===== config.mk =====
export PLATFORM = sky130hd
export DESIGN_NAME = bss_sequencer
export DESIGN_NICKNAME = d
export VERILOG_FILES = /design/src/rtl/bss_pkg.sv /design/src/rtl/bss_sequencer.sv
export SDC_FILE = /design/constraint.sdc
export NUM_CORES = 1
export LEC_CHECK = 0
export ABC_CLOCK_PERIOD_IN_PS = 3700
export BUFFER_PORTS_ARGS = -buffer_cell sky130_fd_sc_hd__buf_2
export CAP_MARGIN = 20
export CORE_MARGIN = 5
export CORE_UTILIZATION = 50
export DETAILED_ROUTE_END_ITERATION = 8
export GPL_ROUTABILITY_DRIVEN = 0
export PLACE_DENSITY = 0.71
export SETUP_SLACK_MARGIN = 0.1
export SYNTH_ARGS = -nofsm -noshare
export SYNTH_HDL_FRONTEND = slang
export SYNTH_SLANG_ARGS = --single-unit

===== constraint.sdc =====
create_clock -name i_core_clk -period 3.7 [get_ports i_core_clk]
set_clock_uncertainty 0.2 [all_clocks]
set_input_delay 0.74 -clock i_core_clk [delete_from_list [all_inputs] [get_ports i_core_clk]]
set_output_delay 0.74 -clock i_core_clk [all_outputs]
set_load 0.02 [all_outputs]

===== src/rtl/bss_pkg.sv =====
// Package of timing constants, state codes and flash codes for the sequencer.
package bss_pkg;

  // Core clock rate and the derived length of the 1 ms timing tick.
  localparam int unsigned CLK_HZ = 20_000_000;
  localparam int unsigned TICK_MS = 1;
  localparam int unsigned TICK_CYCLES = CLK_HZ / 1000 * TICK_MS;

  // Sequence times in seconds, as specified.
  localparam int unsigned AIR_LIMIT_S = 60;
  localparam int unsigned PREPURGE_S = 24;
  localparam int unsigned PREIGN_S = 3;
  localparam int unsigned POSTIGN_S = 4;
  localparam int unsigned STRAY_S = 5;
  localparam int unsigned SAFETY_S = 5;
  localparam int unsigned DELAY2_S = 10;
  localparam int unsigned HOLD_S = 3;

  // Sequence times as counts of 1 ms ticks.
  localparam logic [15:0] AIR_LIMIT_MS = 16'(AIR_LIMIT_S * 1000);
  localparam logic [15:0] PREPURGE_MS = 16'(PREPURGE_S * 1000);
  localparam logic [15:0] PREIGN_MS = 16'(PREIGN_S * 1000);
  localparam logic [15:0] POSTIGN_MS = 16'(POSTIGN_S * 1000);
  localparam logic [15:0] STRAY_START_MS = 16'((PREPURGE_S - STRAY_S) * 1000);
  localparam logic [15:0] SAFETY_MS = 16'(SAFETY_S * 1000);
  localparam logic [15:0] DELAY2_MS = 16'(DELAY2_S * 1000);
  localparam logic [11:0] HOLD_MS = 12'(HOLD_S * 1000);
  localparam logic [11:0] HOLD_MAX = 12'hfff;
  localparam logic [15:0] MS_MAX = 16'hffff;

  // Indicator element lengths in ms.
  localparam logic [13:0] LED_SHORT_MS = 14'd300;
  localparam logic [13:0] LED_LONG_MS = 14'd900;
  localparam logic [13:0] LED_SPACE_MS = 14'd300;
  localparam logic [13:0] LED_TAIL_MS = 14'd1200;
  localparam logic [13:0] LED_STEADY_MS = 14'd10000;
  localparam logic [13:0] LED_GAP_MS = 14'd600;

  // Sequencer states.
  typedef enum logic [3:0] {
    ST_BOOT = 4'h0,
    ST_IDLE = 4'h1,
    ST_AIR_WAIT = 4'h2,
    ST_PREPURGE = 4'h3,
    ST_PREIGN = 4'h4,
    ST_SAFETY = 4'h5,
    ST_DELAY2 = 4'h6,
    ST_RUN = 4'h7,
    ST_UNDERV = 4'h8,
    ST_LOCK = 4'h9
  } bss_state_e;

  // Indicator engine states.
  typedef enum logic [2:0] {
    LS_START = 3'h0,
    LS_STEADY = 3'h1,
    LS_GAP = 3'h2,
    LS_PULSE = 3'h3,
    LS_SPACE = 3'h4,
    LS_TAIL = 3'h5
  } bss_led_e;

  // Lockout causes, also the value kept in nonvolatile storage.
  localparam logic [2:0] CAUSE_NONE = 3'h0;
  localparam logic [2:0] CAUSE_SAFETY = 3'h1;
  localparam logic [2:0] CAUSE_STRAY = 3'h2;
  localparam logic [2:0] CAUSE_AIR_CLOSED = 3'h3;
  localparam logic [2:0] CAUSE_AIR_TIMEOUT = 3'h4;
  localparam logic [2:0] CAUSE_AIR_OPENED = 3'h5;
  localparam logic [2:0] CAUSE_FLAME_LOSS = 3'h6;
  localparam logic [2:0] CAUSE_MANUAL = 3'h7;

  // Flash codes: {length[2:0], long mask[3:0]}, mask bit i marks pulse i long.
  localparam logic [6:0] CODE_OFF = 7'h00;
  localparam logic [6:0] CODE_AIR_WAIT = 7'h20;
  localparam logic [6:0] CODE_PREPURGE = 7'h30;
  localparam logic [6:0] CODE_PREIGN = 7'h40;
  localparam logic [6:0] CODE_SAFETY = 7'h21;
  localparam logic [6:0] CODE_DELAY2 = 7'h22;
  localparam logic [6:0] CODE_RUN = 7'h11;
  localparam logic [6:0] CODE_UNDERV = 7'h23;
  localparam logic [6:0] CODE_F_SAFETY = 7'h31;
  localparam logic [6:0] CODE_F_STRAY = 7'h32;
  localparam logic [6:0] CODE_F_AIR_CLOSED = 7'h34;
  localparam logic [6:0] CODE_F_AIR_TIMEOUT = 7'h33;
  localparam logic [6:0] CODE_F_AIR_OPENED = 7'h36;
  localparam logic [6:0] CODE_F_FLAME_LOSS = 7'h35;
  localparam logic [6:0] CODE_F_MANUAL = 7'h37;

endpackage


===== src/rtl/bss_sequencer.sv =====
// Start sequencer, supervision, lockout memory and flash-code indicator.
`timescale 1ns/10ps

// Behaviour
// - Phase times: air 60 s, purge 24 s, pre 3, post 4, stray 5, safety 5, delay 10.
// - Outside idle and lockout, LED shows phase code: one to four short or long pulses.
// - LED messages are built from short and long pulses with short and long pauses.
// - A latched lockout holds the LED steadily lit instead of phase codes.
// - In lockout, after each 10 s of steady light the LED breaks for the cause code.
// - No flame at end of safety time locks out with safety cause.
// - Flame during the stray light window locks out with stray cause.
// - Air switch not closed within 60 s of motor start locks out.
// - Air switch opening during start or running locks out at once.
// - Flame loss while running locks out directly with no restart.
// - Stray light check covers the last 5 s of pre-purge.
// - Lockout cause goes to nonvolatile storage and returns after power loss.
// - Undervoltage stops operation and blocks restart while it persists.
// - Reset press during lockout clears it and starts a new cycle.
// - Reset held over 3 s in sequence or running, then released, locks out.
module bss_sequencer #(
  parameter int unsigned TICK_CYCLES = bss_pkg::TICK_CYCLES
) (
  input wire logic i_core_clk, // Core clock, 20 MHz.
  input wire logic i_rst_b, // Asynchronous reset, active low.
  input wire logic i_heat_demand, // Thermostat chain closed.
  input wire logic i_air_switch, // Air proving switch closed.
  input wire logic i_flame, // Flame signal present.
  input wire logic i_undervoltage, // Mains below permitted level.
  input wire logic i_reset_button, // Reset button pressed.
  input wire logic [2:0] i_nv_cause, // Cause read from nonvolatile store.
  output logic o_motor, // Burner fan motor on.
  output logic o_ignition, // Ignition transformer on.
  output logic o_valve1, // First-stage valve open.
  output logic o_valve2, // Second-stage valve open.
  output logic o_alarm, // Lockout alarm output.
  output logic o_led, // Indicator LED lit.
  output logic o_nv_we, // One-cycle write strobe to the store.
  output logic [2:0] o_nv_cause // Cause written to the store.
);

  // Whole state of the block.
  typedef struct packed {
    bss_pkg::bss_state_e st;
    logic [2:0] cause;
    logic [15:0] tick_cnt;
    logic [15:0] ms;
    logic btn;
    logic [11:0] hold;
    bss_pkg::bss_led_e lst;
    logic lmode;
    logic [13:0] lcnt;
    logic [2:0] lidx;
    logic [2:0] llen;
    logic [3:0] lmask;
    logic motor;
    logic ign;
    logic v1;
    logic v2;
    logic alarm;
    logic led;
    logic nv_we;
    logic [2:0] nv_cause;
  } bss_state_s;

  bss_state_s q;
  bss_state_s d;

  // Flash code for a sequence phase.
  function automatic logic [6:0] phase_code(input bss_pkg::bss_state_e s);
    case (s)
      bss_pkg::ST_AIR_WAIT: phase_code = bss_pkg::CODE_AIR_WAIT;
      bss_pkg::ST_PREPURGE: phase_code = bss_pkg::CODE_PREPURGE;
      bss_pkg::ST_PREIGN: phase_code = bss_pkg::CODE_PREIGN;
      bss_pkg::ST_SAFETY: phase_code = bss_pkg::CODE_SAFETY;
      bss_pkg::ST_DELAY2: phase_code = bss_pkg::CODE_DELAY2;
      bss_pkg::ST_RUN: phase_code = bss_pkg::CODE_RUN;
      bss_pkg::ST_UNDERV: phase_code = bss_pkg::CODE_UNDERV;
      default: phase_code = bss_pkg::CODE_OFF;
    endcase
  endfunction

  // Flash code for a lockout cause.
  function automatic logic [6:0] fault_code(input logic [2:0] c);
    case (c)
      bss_pkg::CAUSE_SAFETY: fault_code = bss_pkg::CODE_F_SAFETY;
      bss_pkg::CAUSE_STRAY: fault_code = bss_pkg::CODE_F_STRAY;
      bss_pkg::CAUSE_AIR_CLOSED: fault_code = bss_pkg::CODE_F_AIR_CLOSED;
      bss_pkg::CAUSE_AIR_TIMEOUT: fault_code = bss_pkg::CODE_F_AIR_TIMEOUT;
      bss_pkg::CAUSE_AIR_OPENED: fault_code = bss_pkg::CODE_F_AIR_OPENED;
      bss_pkg::CAUSE_FLAME_LOSS: fault_code = bss_pkg::CODE_F_FLAME_LOSS;
      bss_pkg::CAUSE_MANUAL: fault_code = bss_pkg::CODE_F_MANUAL;
      default: fault_code = bss_pkg::CODE_OFF;
    endcase
  endfunction

  localparam logic [15:0] TICK_LAST = 16'(TICK_CYCLES - 1);

  logic tick;
  logic press;
  logic release_ev;
  logic active;
  logic lock_req;
  logic [2:0] lock_cause;
  logic [6:0] code;
  logic [13:0] ldur;
  logic ldone;

  // Sequencer, supervision and indicator next-state logic.
  always_comb begin
    d = q;
    d.nv_we = 1'b0;
    lock_req = 1'b0;
    lock_cause = bss_pkg::CAUSE_NONE;
    tick = (q.tick_cnt == TICK_LAST);
    d.tick_cnt = tick ? 16'h0000 : q.tick_cnt + 16'h0001;
    if (tick && q.ms != bss_pkg::MS_MAX) begin
      d.ms = q.ms + 16'h0001;
    end
    press = i_reset_button & ~q.btn;
    release_ev = ~i_reset_button & q.btn;
    d.btn = i_reset_button;
    // Hold time of the reset button, restarted at each press.
    if (press) begin
      d.hold = 12'h000;
    end else if (i_reset_button && tick && q.hold != bss_pkg::HOLD_MAX) begin
      d.hold = q.hold + 12'h001;
    end
    active = (q.st >= bss_pkg::ST_AIR_WAIT) && (q.st <= bss_pkg::ST_RUN);

    // Phase sequence with its faults.
    case (q.st)
      bss_pkg::ST_BOOT: begin
        if (i_nv_cause != bss_pkg::CAUSE_NONE) begin
          d.st = bss_pkg::ST_LOCK;
          d.cause = i_nv_cause;
          d.ms = 16'h0000;
        end else begin
          d.st = bss_pkg::ST_IDLE;
          d.ms = 16'h0000;
        end
      end
      bss_pkg::ST_IDLE: begin
        if (i_undervoltage) begin
          d.st = bss_pkg::ST_UNDERV;
          d.ms = 16'h0000;
        end else if (i_heat_demand) begin
          if (i_air_switch) begin
            lock_req = 1'b1;
            lock_cause = bss_pkg::CAUSE_AIR_CLOSED;
          end else begin
            d.st = bss_pkg::ST_AIR_WAIT;
            d.ms = 16'h0000;
          end
        end
      end
      bss_pkg::ST_AIR_WAIT: begin
        if (i_air_switch) begin
          d.st = bss_pkg::ST_PREPURGE;
          d.ms = 16'h0000;
        end else if (q.ms >= bss_pkg::AIR_LIMIT_MS) begin
          lock_req = 1'b1;
          lock_cause = bss_pkg::CAUSE_AIR_TIMEOUT;
        end
      end
      bss_pkg::ST_PREPURGE: begin
        if (!i_air_switch) begin
          lock_req = 1'b1;
          lock_cause = bss_pkg::CAUSE_AIR_OPENED;
        end else if (q.ms >= bss_pkg::STRAY_START_MS && i_flame) begin
          lock_req = 1'b1;
          lock_cause = bss_pkg::CAUSE_STRAY;
        end else if (q.ms >= bss_pkg::PREPURGE_MS) begin
          d.st = bss_pkg::ST_PREIGN;
          d.ms = 16'h0000;
        end
      end
      bss_pkg::ST_PREIGN: begin
        if (!i_air_switch) begin
          lock_req = 1'b1;
          lock_cause = bss_pkg::CAUSE_AIR_OPENED;
        end else if (q.ms >= bss_pkg::PREIGN_MS) begin
          d.st = bss_pkg::ST_SAFETY;
          d.ms = 16'h0000;
        end
      end
      bss_pkg::ST_SAFETY: begin
        if (!i_air_switch) begin
          lock_req = 1'b1;
          lock_cause = bss_pkg::CAUSE_AIR_OPENED;
        end else if (q.ms >= bss_pkg::SAFETY_MS) begin
          if (i_flame) begin
            d.st = bss_pkg::ST_DELAY2;
            d.ms = 16'h0000;
          end else begin
            lock_req = 1'b1;
            lock_cause = bss_pkg::CAUSE_SAFETY;
          end
        end
      end
      bss_pkg::ST_DELAY2, bss_pkg::ST_RUN: begin
        if (!i_air_switch) begin
          lock_req = 1'b1;
          lock_cause = bss_pkg::CAUSE_AIR_OPENED;
        end else if (!i_flame) begin
          lock_req = 1'b1;
          lock_cause = bss_pkg::CAUSE_FLAME_LOSS;
        end else if (q.st == bss_pkg::ST_DELAY2 &&
                     q.ms >= bss_pkg::DELAY2_MS) begin
          d.st = bss_pkg::ST_RUN;
          d.ms = 16'h0000;
        end else if (q.st == bss_pkg::ST_RUN && !i_heat_demand) begin
          d.st = bss_pkg::ST_IDLE;
          d.ms = 16'h0000;
        end
      end
      bss_pkg::ST_UNDERV: begin
        if (!i_undervoltage) begin
          d.st = bss_pkg::ST_IDLE;
          d.ms = 16'h0000;
        end
      end
      bss_pkg::ST_LOCK: begin
        if (press) begin
          d.st = bss_pkg::ST_IDLE;
          d.ms = 16'h0000;
          d.cause = bss_pkg::CAUSE_NONE;
          d.nv_we = 1'b1;
          d.nv_cause = bss_pkg::CAUSE_NONE;
        end
      end
      default: begin
        d.st = bss_pkg::ST_BOOT;
      end
    endcase

    // Demand loss during start ends the attempt quietly.
    if (active && q.st != bss_pkg::ST_RUN && !i_heat_demand && !lock_req) begin
      d.st = bss_pkg::ST_IDLE;
      d.ms = 16'h0000;
    end
    // Long press released during start or running forces a lockout.
    if (active && release_ev && q.hold > bss_pkg::HOLD_MS) begin
      lock_req = 1'b1;
      lock_cause = bss_pkg::CAUSE_MANUAL;
    end
    // Undervoltage overrides every running phase.
    if (active && i_undervoltage) begin
      lock_req = 1'b0;
      d.st = bss_pkg::ST_UNDERV;
      d.ms = 16'h0000;
    end
    // Entry into lockout stores the cause.
    if (lock_req) begin
      d.st = bss_pkg::ST_LOCK;
      d.ms = 16'h0000;
      d.cause = lock_cause;
      d.nv_we = 1'b1;
      d.nv_cause = lock_cause;
    end

    // Loads follow the next phase and its elapsed time.
    d.motor = (d.st >= bss_pkg::ST_AIR_WAIT) && (d.st <= bss_pkg::ST_RUN);
    d.ign = (d.st == bss_pkg::ST_PREIGN) ||
            (d.st == bss_pkg::ST_SAFETY && d.ms < bss_pkg::POSTIGN_MS);
    d.v1 = (d.st >= bss_pkg::ST_SAFETY) && (d.st <= bss_pkg::ST_RUN);
    d.v2 = (d.st == bss_pkg::ST_RUN);
    d.alarm = (d.st == bss_pkg::ST_LOCK);

    // Indicator message engine.
    code = (q.st == bss_pkg::ST_LOCK) ? fault_code(q.cause) :
           phase_code(q.st);
    case (q.lst)
      bss_pkg::LS_STEADY: ldur = bss_pkg::LED_STEADY_MS;
      bss_pkg::LS_GAP: ldur = bss_pkg::LED_GAP_MS;
      bss_pkg::LS_PULSE: ldur = q.lmask[q.lidx[1:0]] ?
                         bss_pkg::LED_LONG_MS : bss_pkg::LED_SHORT_MS;
      bss_pkg::LS_SPACE: ldur = bss_pkg::LED_SPACE_MS;
      bss_pkg::LS_TAIL: ldur = bss_pkg::LED_TAIL_MS;
      default: ldur = 14'h0001;
    endcase
    ldone = tick && (q.lcnt >= ldur - 14'h0001);
    if (tick) begin
      d.lcnt = ldone ? 14'h0000 : q.lcnt + 14'h0001;
    end
    if (q.lmode != (q.st == bss_pkg::ST_LOCK)) begin
      d.lst = bss_pkg::LS_START;
      d.lcnt = 14'h0000;
      d.lmode = (q.st == bss_pkg::ST_LOCK);
    end else begin
      case (q.lst)
        bss_pkg::LS_START: begin
          d.llen = code[6:4];
          d.lmask = code[3:0];
          d.lidx = 3'h0;
          d.lcnt = 14'h0000;
          if (q.lmode) begin
            d.lst = bss_pkg::LS_STEADY;
          end else if (code[6:4] != 3'h0) begin
            d.lst = bss_pkg::LS_PULSE;
          end
        end
        bss_pkg::LS_STEADY: begin
          if (ldone) begin
            d.lst = bss_pkg::LS_GAP;
          end
        end
        bss_pkg::LS_GAP: begin
          if (ldone) begin
            d.lst = bss_pkg::LS_PULSE;
          end
        end
        bss_pkg::LS_PULSE: begin
          if (ldone) begin
            d.lst = (q.lidx == q.llen - 3'h1) ? bss_pkg::LS_TAIL :
                    bss_pkg::LS_SPACE;
          end
        end
        bss_pkg::LS_SPACE: begin
          if (ldone) begin
            d.lidx = q.lidx + 3'h1;
            d.lst = bss_pkg::LS_PULSE;
          end
        end
        bss_pkg::LS_TAIL: begin
          if (ldone) begin
            d.lst = bss_pkg::LS_START;
          end
        end
        default: begin
          d.lst = bss_pkg::LS_START;
        end
      endcase
    end
    d.led = (d.lst == bss_pkg::LS_STEADY) || (d.lst == bss_pkg::LS_PULSE);
  end

  // State register.
  always_ff @(posedge i_core_clk or negedge i_rst_b) begin
    if (!i_rst_b) begin
      q <= '0;
    end else begin
      q <= d;
    end
  end

  // Outputs straight from the state register.
  assign o_motor = q.motor;
  assign o_ignition = q.ign;
  assign o_valve1 = q.v1;
  assign o_valve2 = q.v2;
  assign o_alarm = q.alarm;
  assign o_led = q.led;
  assign o_nv_we = q.nv_we;
  assign o_nv_cause = q.nv_cause;

endmodule


Word-level counts from Yosys, hierarchy flattened:

Cells that the tools add are included.

* word-level logic and storage cells: 226
* input bits: 10
* flip-flop bits (word level): 90

* $lt $le $gt $ge: 15
* reductions and logical operators: 37
* equal/unequal tests: 36
* muxes and demuxes: 106
* bitwise logic cells: 5
* add/sub/neg operators: 7

Operator list (number)
* 2-to-1 mux 16 bit: 23
* case mux 16 bit (9 select lines): 1
* 2-to-1 mux 4 bit: 23
* case mux 14 bit (5 select lines): 1
* 2-to-1 mux 14 bit: 4
* 2-to-1 mux 3 bit: 17
* case mux 7 bit (7 select lines): 1
* case mux 6 bit (7 select lines): 1
* case mux 4 bit (9 select lines): 1
* adder 16 x 1 -> 16 bit, second input constant: 2
* >= comparator 16 x 15 -> 1 bit, second input constant: 2
* == test 4 x 3 -> 1 bit, second input constant: 7
* 2-to-1 mux 12 bit: 2
* 2-to-1 mux 7 bit: 3
* == test 3 bit, second input constant: 6
* 2-to-1 mux 1 bit: 18
* case mux 3 bit (6 select lines): 1
* logical AND 1 bit: 17
* == test 16 x 15 -> 1 bit, second input constant: 1
* >= comparator 16 x 12 -> 1 bit, second input constant: 1
* >= comparator 16 x 13 -> 1 bit, second input constant: 1
* >= comparator 16 x 14 -> 1 bit, second input constant: 1
* >= comparator 16 bit, second input constant: 1
* < comparator 16 x 12 -> 1 bit, second input constant: 1
* 40 further kinds: 70

Longest topological paths before layout:

Gate-level depths: netlist of the first run.

* depth after elaboration: 14
* depth in mapped cells: 17
* mapped depth without buffers: 16

Worst setup path before layout of the first run:

OpenSTA, ideal clock, no wires.

* path kind: register to register
* from: register q[37] (netlist bit)
* to: register q, in the netlist o_led
* stages on the path, launching flop included: 15
* period minus slack after synthesis: 3.412 ns
* data arrival time: 3.093 ns
* buffers on the path: 1
* library setup time: 0.119 ns
* setup slack: 0.288 ns
* data required time: 3.381 ns
* cells stage by stage: dfrtp_1 clkbuf_1 nor3_1 a21oi_1 nor3_1 inv_1 ha_1 nand4_1 nor3_1 o21ai_0 o211ai_1 a31o_2 nor2b_1 mux2_2 and2_1

RTL lines
* start: declaration: RTL line bss_sequencer.sv:65 `bss_state_s q;`
* start signal: assignment: RTL line bss_sequencer.sv:340 `q <= '0;`
* start signal: assignment: RTL line bss_sequencer.sv:342 `q <= d;`

Worst setup path in the final report of the first run:

* from: register q[37] (netlist bit)
* to: register q[23] (netlist bit)

* cells in the longest elaborated chain, start to end: 9
* elaborated cells between the ends (all ways): 15
* classes of those cells: add/sub (1); order compare (1); eq/ne (5); mux (5); reduce/logical (3)

Ends and longest elaborated chain
* == test 3 bit, or another cell as far along: RTL line bss_sequencer.sv:272 `case (q.lst)`
* case mux 14 bit (5 select lines): RTL line bss_sequencer.sv:272
* subtractor 14 x 1 -> 14 bit: RTL line bss_sequencer.sv:281 `ldone = tick && (q.lcnt >= ldur - 14'h0001);`
* >= comparator 14 bit: RTL line bss_sequencer.sv:281
* logical AND 1 bit: RTL line bss_sequencer.sv:281
* 2-to-1 mux 14 bit: RTL line bss_sequencer.sv:283 `d.lcnt = ldone ? 14'h0000 : q.lcnt + 14'h0001;`
* 2-to-1 mux 14 bit: RTL line bss_sequencer.sv:282 `if (tick) begin`
* 2-to-1 mux 14 bit: RTL line bss_sequencer.sv:290 `case (q.lst)`
* 2-to-1 mux 14 bit: RTL line bss_sequencer.sv:285 `if (q.lmode != (q.st == bss_pkg::ST_LOCK)) begin`

Several ways; a longest one is shown, not always the timed one. The select of a mux whose other input is x is not followed.
A chain may end at the register's enable or synchronous reset.

==> key figures, run 1 <==
Synthesis
  • Synth Flop Type: dfrtp_1
  • Yosys warns: 0
  • Compound-Gate Fraction of Synth Area: 0.171
  • Yosys reg bits: 89
  • Adder-Cell Fraction of Synth Area: 0.0522
  • Most frequent cell after synthesis: dfrtp_1
  • Mapped cell area: 0.00595 mm²
  • Simple-Gate Fraction of Synth Area: 0.268
  • Avg Cell Area, Syn: 8.68 µm²
  • Mapped Cells: 685
  • Yosys top cell area share: 0.375
  • XOR/XNOR Fraction of Synth Area: 0.0722
  • Main combinational cell family by area after synthesis: simple AND/OR/NAND/NOR gates
  • Seq/Total Area, Yosys: 0.375
  • Post-synth cell types: 78
  • Top post-synthesis cells by area: dfrtp_1 37%, nor2_1 5.2%, ha_1 5.0%, nand2_1 4.3%, xor2_1 4.0%
  • Post-synth top cells: 89 x dfrtp_1, 83 x nor2_1, 68 x nand2_1
  • Syn_nets: 719
  • Largest area contributor in the netlist: dfrtp_1
  • Mux cell area share after synthesis: 0.0137
  • Synth async-reset ratio: 1.00
  • Post-synth EDFFs: 0

Route
  • DR vias/cell: 6.10
  • DRC: 0
  • Routed WL: 13.6 mm
  • Via count: 5168
  • DRT iter0 DRCs: 454
  • Antenna viol nets, final: 0
  • First-pass detailed-route iteration total: 5
  • Routed wire length per instance: 16.0 µm

Final layout
  • Fill cells: 1003
  • Area growth from synthesis to layout: 9.53%
  • Nets: 734
  • Ant diodes: 0
  • Layout cells sized above 1: 0.132
  • Non-Filler Instances: 847

Floorplan
  • Die Y: 119 µm
  • Core ar.: 0.0115 mm²
  • Top Ports: 20
  • Initial Util: 0.516
  • Row Count: 39
  • Die W: 119 µm
  • Die ar.: 0.0142 mm²

Timing
  • Total Neg Setup Slack: 0 ps
  • Final Cycle Share: 0.936
  • Final Setup Violations: 0
  • Relative slew slack: 0.559
  • Max Clk Rate: 289 MHz
  • Fin. Hold Viols: 0
  • Final Hold Slack: 231 ps
  • Worst slew pin tran: 656 ps
  • Fin crit period: 3460 ps
  • Slew Viols, Final: 0
  • RSZ-0062 raised after global routing: no

Clock network
  • Root Buffer: clkbuf_16
  • Clock Path Buffers: 2
  • Cts bufs inserted: 9
  • H-tree depth: 3
  • Clk sinks: 89
  • Cts hold-fix bufs: 0
  • Clk pin slew, worst setup/hold paths: 60 ps
  • Latest clock arrival within the worst-skew pair: 340 ps
  • CTS tree: done

Worst hold path
  • Worst hold path class: primary input to asynchronous set/reset pin

Power and ir drop
  • Peak supply drop: 0.333 mV
  • Cell Pwr Density: 522 mW/mm²
  • Leak: 2.94 nW

Global routing
  • Largest net degree at the start of global routing: 52
  • Initial antenna violation count: 0
  • Total GRT Usage: 0.191
  • Vias in the first global route: 4878
  • First-pass GRT wire length: 23.0 mm
  • Gr ovfl total: 0

Critical path
  • Worst r2r dst: q[23]
  • Crit Reg-Reg Startpoint: q[37]
  • CP Launch Point: q[37]
  • Crit path to: q[23]
  • Crit path required time: 3760 ps
  • Worst Reg-to-Reg Cells: 14
  • CP Max Fanout: 12
  • Setup crit start kind: flop
  • R2R Setup Slk: 240 ps
  • CP Class: flop to flop
  • Critical Path AT: 3530 ps
  • CP endpoint kind: flop

Outcome
  • Status: finished, final reports clean

Placed design
  • Port buffer count: 19
  • Placed insts: 828
  • Post-DP HPWL: 9.65 mm

Job
  • Max Cap Viol: 0
metal layers:
metal	GRT usage	routed length [µm]	up-vias
li1	-	-	2458
met1	0.251	6050	2496
met2	0.316	6420	170
met3	0.0351	638	44
met4	0.0717	459	0
met5	0	0	-
how the worst min path moves through the flow:
| stage | to | start | depth (start not counted) | slack [ps] |
|---|---|---|---|---|
| after global routing | o_nv_cause[2] | o_nv_cause[2] | 1 | 290 |
| after CTS | q[30] | i_rst_b | 1 | 250 |
| after detailed placement | o_nv_cause[2] | o_nv_cause[2] | 1 | 260 |
| after global placement | o_nv_cause[0] | o_nv_cause[0] | 1 | 250 |
| after floorplan | o_alarm | i_rst_b | 0 | 240 |
| final | q[28] | i_rst_b | 1 | 230 |
area by class of cell:
class / instances / area [µm²] / area share
multi-input combinational: 536 / 3480 / 0.534
timing repair buffer: 39 / 251 / 0.0386
tap: 143 / 179 / 0.0275
sequential: 89 / 2230 / 0.342
inverter: 25 / 93.8 / 0.0144
clock inverter: 3 / 42.5 / 0.00653
clock buffer: 12 / 236 / 0.0363
per-stage QoR:
step,setup slack (ps),total power [W],util,area [µm²]
after floorplan,288,0.00215,-,5950
after global placement,261,0.00243,0.534,6140
after detailed placement,168,0.00246,0.534,6140
after CTS,153,0.00336,0.558,6420
after global routing,59.7,0.00362,0.566,6510
final,238,0.00340,0.566,6510
worst max-delay path, stage by stage (launching register included):
cell      delay (ps)
dfrtp_2          450
buf_4            210
nand2b_1         230
nand3b_1         160
a21oi_2          150
nor2_1            50
ha_1             330
a21o_1           180
a21o_1           180
a21oi_2          120
o211ai_1          90
a31o_2           280
or3_4            340
or3_1            340
o21ai_1           80
registers in the layout, summed over array words and instances (netlist names):
register	cells
o_motor	1
o_valve2	1
o_nv_we	1
o_ignition	1
o_valve1	1
o_nv_cause	3
o_alarm	1
o_led	1
q	79
placed cells by master, fill, tap and decap left out, types with 4 or more instances in the layout:
master / count
nand4_1: 14
buf_2: 18
a21oi_2: 6
and4_1: 5
nand3_1: 29
o211ai_1: 5
nand2_1: 68
a31oi_1: 8
inv_1: 25
nor2_1: 82
mux2i_1: 7
a21o_1: 8
buf_4: 20
o21ai_0: 42
nor2b_1: 8
nand2b_1: 12
a22o_1: 6
xnor2_1: 22
and3_1: 24
nor4_1: 6
nor3_2: 4
a211oi_1: 5
dfrtp_1: 86
nor3_1: 17
clkbuf_16: 9
xor2_1: 27
a21oi_1: 30
and2_1: 7
ha_1: 23
timing repair:
action	CTS	global route
buffers inserted	0	3
endpoints found under the hold margin	0	0
endpoints found under the setup margin	0	18
resized for setup	0	18
kinds of logic (layout without fill, tap and decap cells):
kind of cell               count (synthesis)  in the layout
and+or+nand+nor                          305            305
xor gates and xnor gates                  49             49
AOI/OAI and AO/OA                        149            149
buffers and inverters                     60             79
DFF                                       89             89
muxes                                      8              8
adders and majority gates                 25             25
power by group:
| part | switching (W) | total (W) | internal, W |
|---|---|---|---|
| combinational | 0.000819 | 0.00133 | 0.000509 |
| clock | 0.000371 | 0.000891 | 0.000520 |
| sequential | 0.000120 | 0.00118 | 0.00106 |
| total | 0.00131 | 0.00340 | 0.00209 |
(Power assumes the default switching activity.)
==> run 2, diff against run 1 <==
- ABC_CLOCK_PERIOD_IN_PS: 3700 -> 3300
- CORE_UTILIZATION: 50 -> 45
- PLACE_DENSITY: 0.71 -> 0.63
- clock period: 3.7 -> 3.3 ns (I/O delays scaled with it)
==> run 2 against run 1 <==
Hold slack worse by 120 ps. Power increased by 23%. Clock power grew 21%. Global-route usage shrank 0.75 points. Clock-buffer cell count down 3. Register-to-register slack got worse by 190 ps. Final area grew 8.3%. Maximum frequency increased by 6.5%. Largest power group unchanged.
==> key figures, run 2 (synthesized netlist as in run 1, its figures left out) <==
Clock network
  • Clk pin slew, worst setup/hold paths: 70 ps (about the same)
  • CTS tree: done
  • Cts hold-fix bufs: 0 (unchanged)
  • Cts bufs inserted: 9 (unchanged)
  • Clock Path Buffers: 2 (unchanged)
  • Root Buffer: clkbuf_16
  • Latest clock arrival within the worst-skew pair: 350 ps (about the same)
  • H-tree depth: 3 (unchanged)
  • Clk sinks: 89 (unchanged)

Critical path
  • R2R Setup Slk: 50 ps (-190 ps)
  • CP Class: flop to flop
  • Worst r2r dst: q[23]
  • Crit Reg-Reg Startpoint: q[36]
  • CP endpoint kind: flop
  • Crit path to: q[23]
  • CP Max Fanout: 5 (-7)
  • Setup crit start kind: flop
  • CP Launch Point: q[36]
  • Worst Reg-to-Reg Cells: 15 (+1)
  • Critical Path AT: 3320 ps (-210 ps)
  • Crit path required time: 3370 ps (-390 ps)

Power and ir drop
  • Peak supply drop: 0.253 mV (-24%)
  • Tot Pwr: 0.00419 W (+23%)
  • Cell Pwr Density: 595 mW/mm² (+14%)
  • Leak: 3.18 nW (+8.1%)

Floorplan
  • Die Y: 125 µm (+5.0%)
  • Core ar.: 0.0131 mm² (+14%)
  • Row Count: 42 (+7.7%)
  • Die W: 125 µm (+5.0%)
  • Initial Util: 0.454 (-0.0619)
  • Top Ports: 20 (unchanged)
  • Die ar.: 0.0156 mm² (+10%)

Global routing
  • Total GRT Usage: 0.184 (-0.00752)
  • Largest net degree at the start of global routing: 47 (-9.6%)
  • Vias in the first global route: 5072 (+4.0%)
  • Initial antenna violation count: 0 (unchanged)
  • First-pass GRT wire length: 24.1 mm (+4.9%)
  • Gr ovfl total: 0 (unchanged)

Route
  • Antenna viol nets, final: 0 (unchanged)
  • DRT iter0 DRCs: 381 (-16%)
  • Routed WL: 14.3 mm (+5.1%)
  • DRC: 0 (unchanged)
  • Via count: 5166 (-0.039%)
  • Routed wire length per instance: 15.7 µm (-2.2%)
  • First-pass detailed-route iteration total: 5 (unchanged)
  • DR vias/cell: 5.67 (-7.1%)

Timing
  • Fin. Hold Viols: 0 (unchanged)
  • Total Neg Setup Slack: 0 ps (unchanged)
  • Fin crit period: 3250 ps (-212 ps)
  • Final Cycle Share: 0.985 (+0.0491)
  • Final Setup Violations: 0 (unchanged)
  • Slew Viols, Final: 0 (unchanged)
  • Max Clk Rate: 308 MHz (+6.5%)
  • RSZ-0062 raised after global routing: yes
  • Worst slew pin tran: 621 ps (-34.8 ps)
  • Relative slew slack: 0.586 (+0.0272)

Final layout
  • Nets: 764 (+4.1%)
  • Fill cells: 1202 (+20%)
  • Final core occ: 0.539 (-0.0267)
  • Layout cells sized above 1: 0.212 (+0.0801)
  • Max reg flops: 79 (unchanged)
  • Most common cell after layout, fill and taps aside: dfrtp_1
  • Top reg by flops: q
  • Fin area: 0.00705 mm² (+8.3%)
  • Commonest non-fill, non-tap cells in the layout: 88 x dfrtp_1, 78 x nor2_1, 64 x nand2_1
  • Non-Filler Instances: 911 (+7.6%)
  • Ant diodes: 0 (unchanged)
  • Area growth from synthesis to layout: 18.6%

Placed design
  • Post-DP HPWL: 10.3 mm (+6.5%)
  • Area after DPL: 0.00641 mm² (+4.3%)
  • Port buffer count: 19 (unchanged)
  • Placed insts: 885 (+6.9%)

Worst hold path
  • Worst hold path class: primary input to asynchronous set/reset pin

Outcome
  • Status: finished, final reports clean

Job
  • Max Cap Viol: 0 (unchanged)
-- run 2: worst min-delay path by stage --
stage,cells after the start,to
5_1_grt,1,q[22]
6_report,1,q[22]
3_3_place_gp,1,o_nv_cause[2]
3_5_place_dp,1,o_nv_cause[2]
2_1_floorplan,0,o_alarm
4_1_cts,1,q[22]
-- run 2: metrics by stage --
step	hold WS (ps)	setup WS (ps)
4_1_cts	134	3.46
5_1_grt	169	-130
3_5_place_dp	260	-120
3_3_place_gp	255	10.2
2_1_floorplan	164	108
6_report	116	50.4
-- run 2: where the power goes --
part | switching [W] | internal, W
sequential | 0.000120 | 0.00119
combinational | 0.00106 | 0.000751
clock | 0.000475 | 0.000601
-- run 2: repair_timing --
| action | CTS | global route |
|---|---|---|
| setup endpoints to repair | 19 | 22 |
| cloned | 1 | 0 |
| resized for setup | 27 | 52 |
| pin swaps | 8 | 7 |
| setup buffers | 0 | 9 |
-- run 2: per-layer routing --
metal  part of all wire  GRT usage  routed length, µm  up-vias
met5                  0          0                  0        -
met4              0.027     0.0644                391        0
met3              0.031     0.0358                435       30
met2               0.48      0.295               6880      104
met1               0.46      0.249               6550     2502
li1                   -          -                  -     2530
-- run 2: area by class of cell --
class                      instances  area, µm²  share of cell area
tap                              176        220              0.0312
multi-input combinational        536       3670               0.521
timing repair buffer              69        528              0.0749
clock inverter                     7       81.3              0.0115
inverter                          25       93.8              0.0133
clock buffer                       9        225              0.0319
sequential                        89       2230               0.316
-- run 2: worst max-delay path: stages, from the launching register on --
cell and delay, ps:
dfrtp_1 420, inv_2 70, buf_4 160, nand2_1 160, nand3b_1 120, a21oi_1 160, nor2_1 60, ha_1 280
a21o_1 170, a21o_1 180, a21oi_2 120, o211ai_1 100, a31o_2 260, or3_4 330, or3_1 300, o21ai_1 80
==> run 3, diff against run 2 <==
- CORE_UTILIZATION: 45 -> 55
- PLACE_DENSITY: 0.63 -> 0.74
==> run 3 against run 2 <==
The flow now finishes with violations (setup timing). Sequential share of layout area is 1.4 points higher. First-iteration DRC count down 6.8%. Via count fell by 0.54%. Maximum frequency is 2.3% lower. Utilization grew 9.2 points. Final area decreased by 4.3%. Combinational power is 7% lower. Clock power is 36% lower. Sequential cell count unchanged. Cell count shrank 4.9%. Register-to-register slack worse by 80 ps. Critical path type unchanged. Largest power group unchanged.
==> key figures, run 3 (synthesized netlist as in run 1, its figures left out) <==
Route
  • Via count: 5138 (-0.54%)
  • DR vias/cell: 5.93 (+4.6%)
  • Routed wire length per instance: 15.8 µm (+0.80%)
  • First-pass detailed-route iteration total: 5 (unchanged)
  • Antenna viol nets, final: 0 (unchanged)
  • DRT iter0 DRCs: 355 (-6.8%)
  • DRC: 0 (unchanged)
  • Routed WL: 13.7 mm (-4.2%)

Critical path
  • Critical Path AT: 3400 ps (+80 ps)
  • CP endpoint kind: flop
  • Crit path required time: 3380 ps (about the same)
  • Setup crit start kind: flop
  • CP Class: flop to flop
  • CP Max Fanout: 5 (unchanged)

Clock network
  • H-tree depth: 3 (unchanged)
  • Root Buffer: clkbuf_8
  • CTS tree: done
  • Cts bufs inserted: 9 (unchanged)
  • Latest clock arrival within the worst-skew pair: 360 ps (about the same)
  • Clk pin slew, worst setup/hold paths: 90 ps (+20 ps)
  • Clock Path Buffers: 2 (unchanged)
  • Clk sinks: 89 (unchanged)

Timing
  • Fin. Hold Viols: 0 (unchanged)
  • Final setup margin: -25.9 ps (-76.4 ps)
  • Fin crit period: 3330 ps (+76.4 ps)
  • Final Cycle Share: 1.01 (+0.0231)
  • Slew Viols, Final: 0 (unchanged)
  • Max Clk Rate: 301 MHz (-2.3%)
  • Relative slew slack: 0.513 (-0.0734)
  • RSZ-0062 raised after global routing: yes
  • Final Hold Slack: 58.7 ps (-57.2 ps)
  • Worst slew pin tran: 725 ps (+103 ps)
  • Final Setup Violations: 1 (+1)

Final layout
  • Fill cells: 895 (-26%)
  • Register area: 0.00223 mm² (about the same)
  • Fin area: 0.00675 mm² (-4.3%)
  • Commonest non-fill, non-tap cells in the layout: 87 x dfrtp_1, 82 x nor2_1, 68 x nand2_1
  • Final core occ: 0.631 (+0.0920)
  • Area growth from synthesis to layout: 13.5%
  • Layout cells sized above 1: 0.189 (-0.0235)
  • Most common cell after layout, fill and taps aside: dfrtp_1
  • Top reg by flops: q
  • Ant diodes: 0 (unchanged)
  • Multi-input gate area: 0.00363 mm² (-1.2%)
  • Nets: 755 (-1.2%)
  • Max reg flops: 79 (unchanged)

Global routing
  • Total GRT Usage: 0.214 (+0.0300)
  • Vias in the first global route: 5033 (-0.77%)
  • Gr ovfl total: 0 (unchanged)
  • First-pass GRT wire length: 23.1 mm (-4.2%)
  • Initial antenna violation count: 0 (unchanged)
  • Largest net degree at the start of global routing: 52 (+11%)

Placed design
  • Port buffer count: 19 (unchanged)
  • Post-DP HPWL: 9.78 mm (-4.9%)
  • Area after DPL: 0.00631 mm² (-1.6%)
  • Dpl ws: -97.0 ps (+22.8 ps)

Floorplan
  • Die W: 114 µm (-8.8%)
  • Core ar.: 0.0107 mm² (-18%)
  • Row Count: 38 (-9.5%)
  • Die ar.: 0.0130 mm² (-17%)
  • Die Y: 114 µm (-8.8%)
  • Initial Util: 0.556 (+0.101)
  • Top Ports: 20 (unchanged)

Worst hold path
  • Worst hold path class: primary input to asynchronous set/reset pin

Power and ir drop
  • Cell Pwr Density: 546 mW/mm² (-8.2%)
  • Peak supply drop: 0.498 mV (+97%)
  • Leak: 3.05 nW (-4.0%)

Outcome
  • Status: complete, but fails checks
  • Violated checks: setup timing

Job
  • Max Cap Viol: 0 (unchanged)
[run 3: power by group]
group / internal [W] / switching (W)
Clock: 0.000296 / 0.000392
Sequential: 0.00119 / 0.000127
Combinational: 0.000682 / 0.000998
Total: 0.00217 / 0.00152
[run 3: through the flow]
stage                     total power [W]  cells  setup TNS, ps
after floorplan                   0.00243    685              0
after global placement            0.00279    843              0
after detailed placement          0.00283    843          -97.0
after CTS                         0.00355    861          -24.5
after global routing              0.00397    866           -627
final                             0.00369    866          -25.9
[run 3: path summary, 6_finish.rpt]
check,start,end,slack [ps],cells past startpoint
max,q[17],q[23],-30,16
min,i_rst_b,q[28],60,1
max reg2reg,q[17],q[23],-30,16
min reg2reg,q[11],q[11],270,2
max in group asynchronous,i_rst_b,q[67],2200,2
min in group i_core_clk,i_reset_button,q[50],250,1
[run 3: area by class of cell]
cell class / count / share of cell area
inverters: 25 / 0.0139
clock buffers: 12 / 0.0215
multi-input cells: 536 / 0.538
clock inverters: 4 / 0.00389
repair buffers: 60 / 0.0666
well taps: 140 / 0.0260
flip-flops and latches: 89 / 0.330
[run 3: metal layers]
layer,share of wire,GRT usage,wire length [µm],vias up
met5,0,0,0,-
met4,0.021,0.0768,293,0
met3,0.044,0.0371,602,28
met1,0.44,0.276,6040,2460
met2,0.49,0.361,6730,148
li1,-,-,-,2502
[run 3: what timing repair did]
action / 4_1_cts / 5_1_grt
hold buffers: 0 / 0
pin swaps: 11 / 16
endpoints found under the setup margin: 6 / 22
setup buffers: 3 / 5
resized for setup: 8 / 63
[run 3: critical path: stages (launching register included)]
cell and delay (ps):
dfrtp_1 420, mux2i_1 130, nor2_1 120, a31oi_2 70, a21oi_2 160, nand2_1 90
a21oi_2 120, nor2_1 60, ha_1 310, a21o_1 170, a21o_1 190, a21oi_2 120
o211ai_1 100, a31o_2 260, or3_4 340, or3_1 320, o21ai_1 90
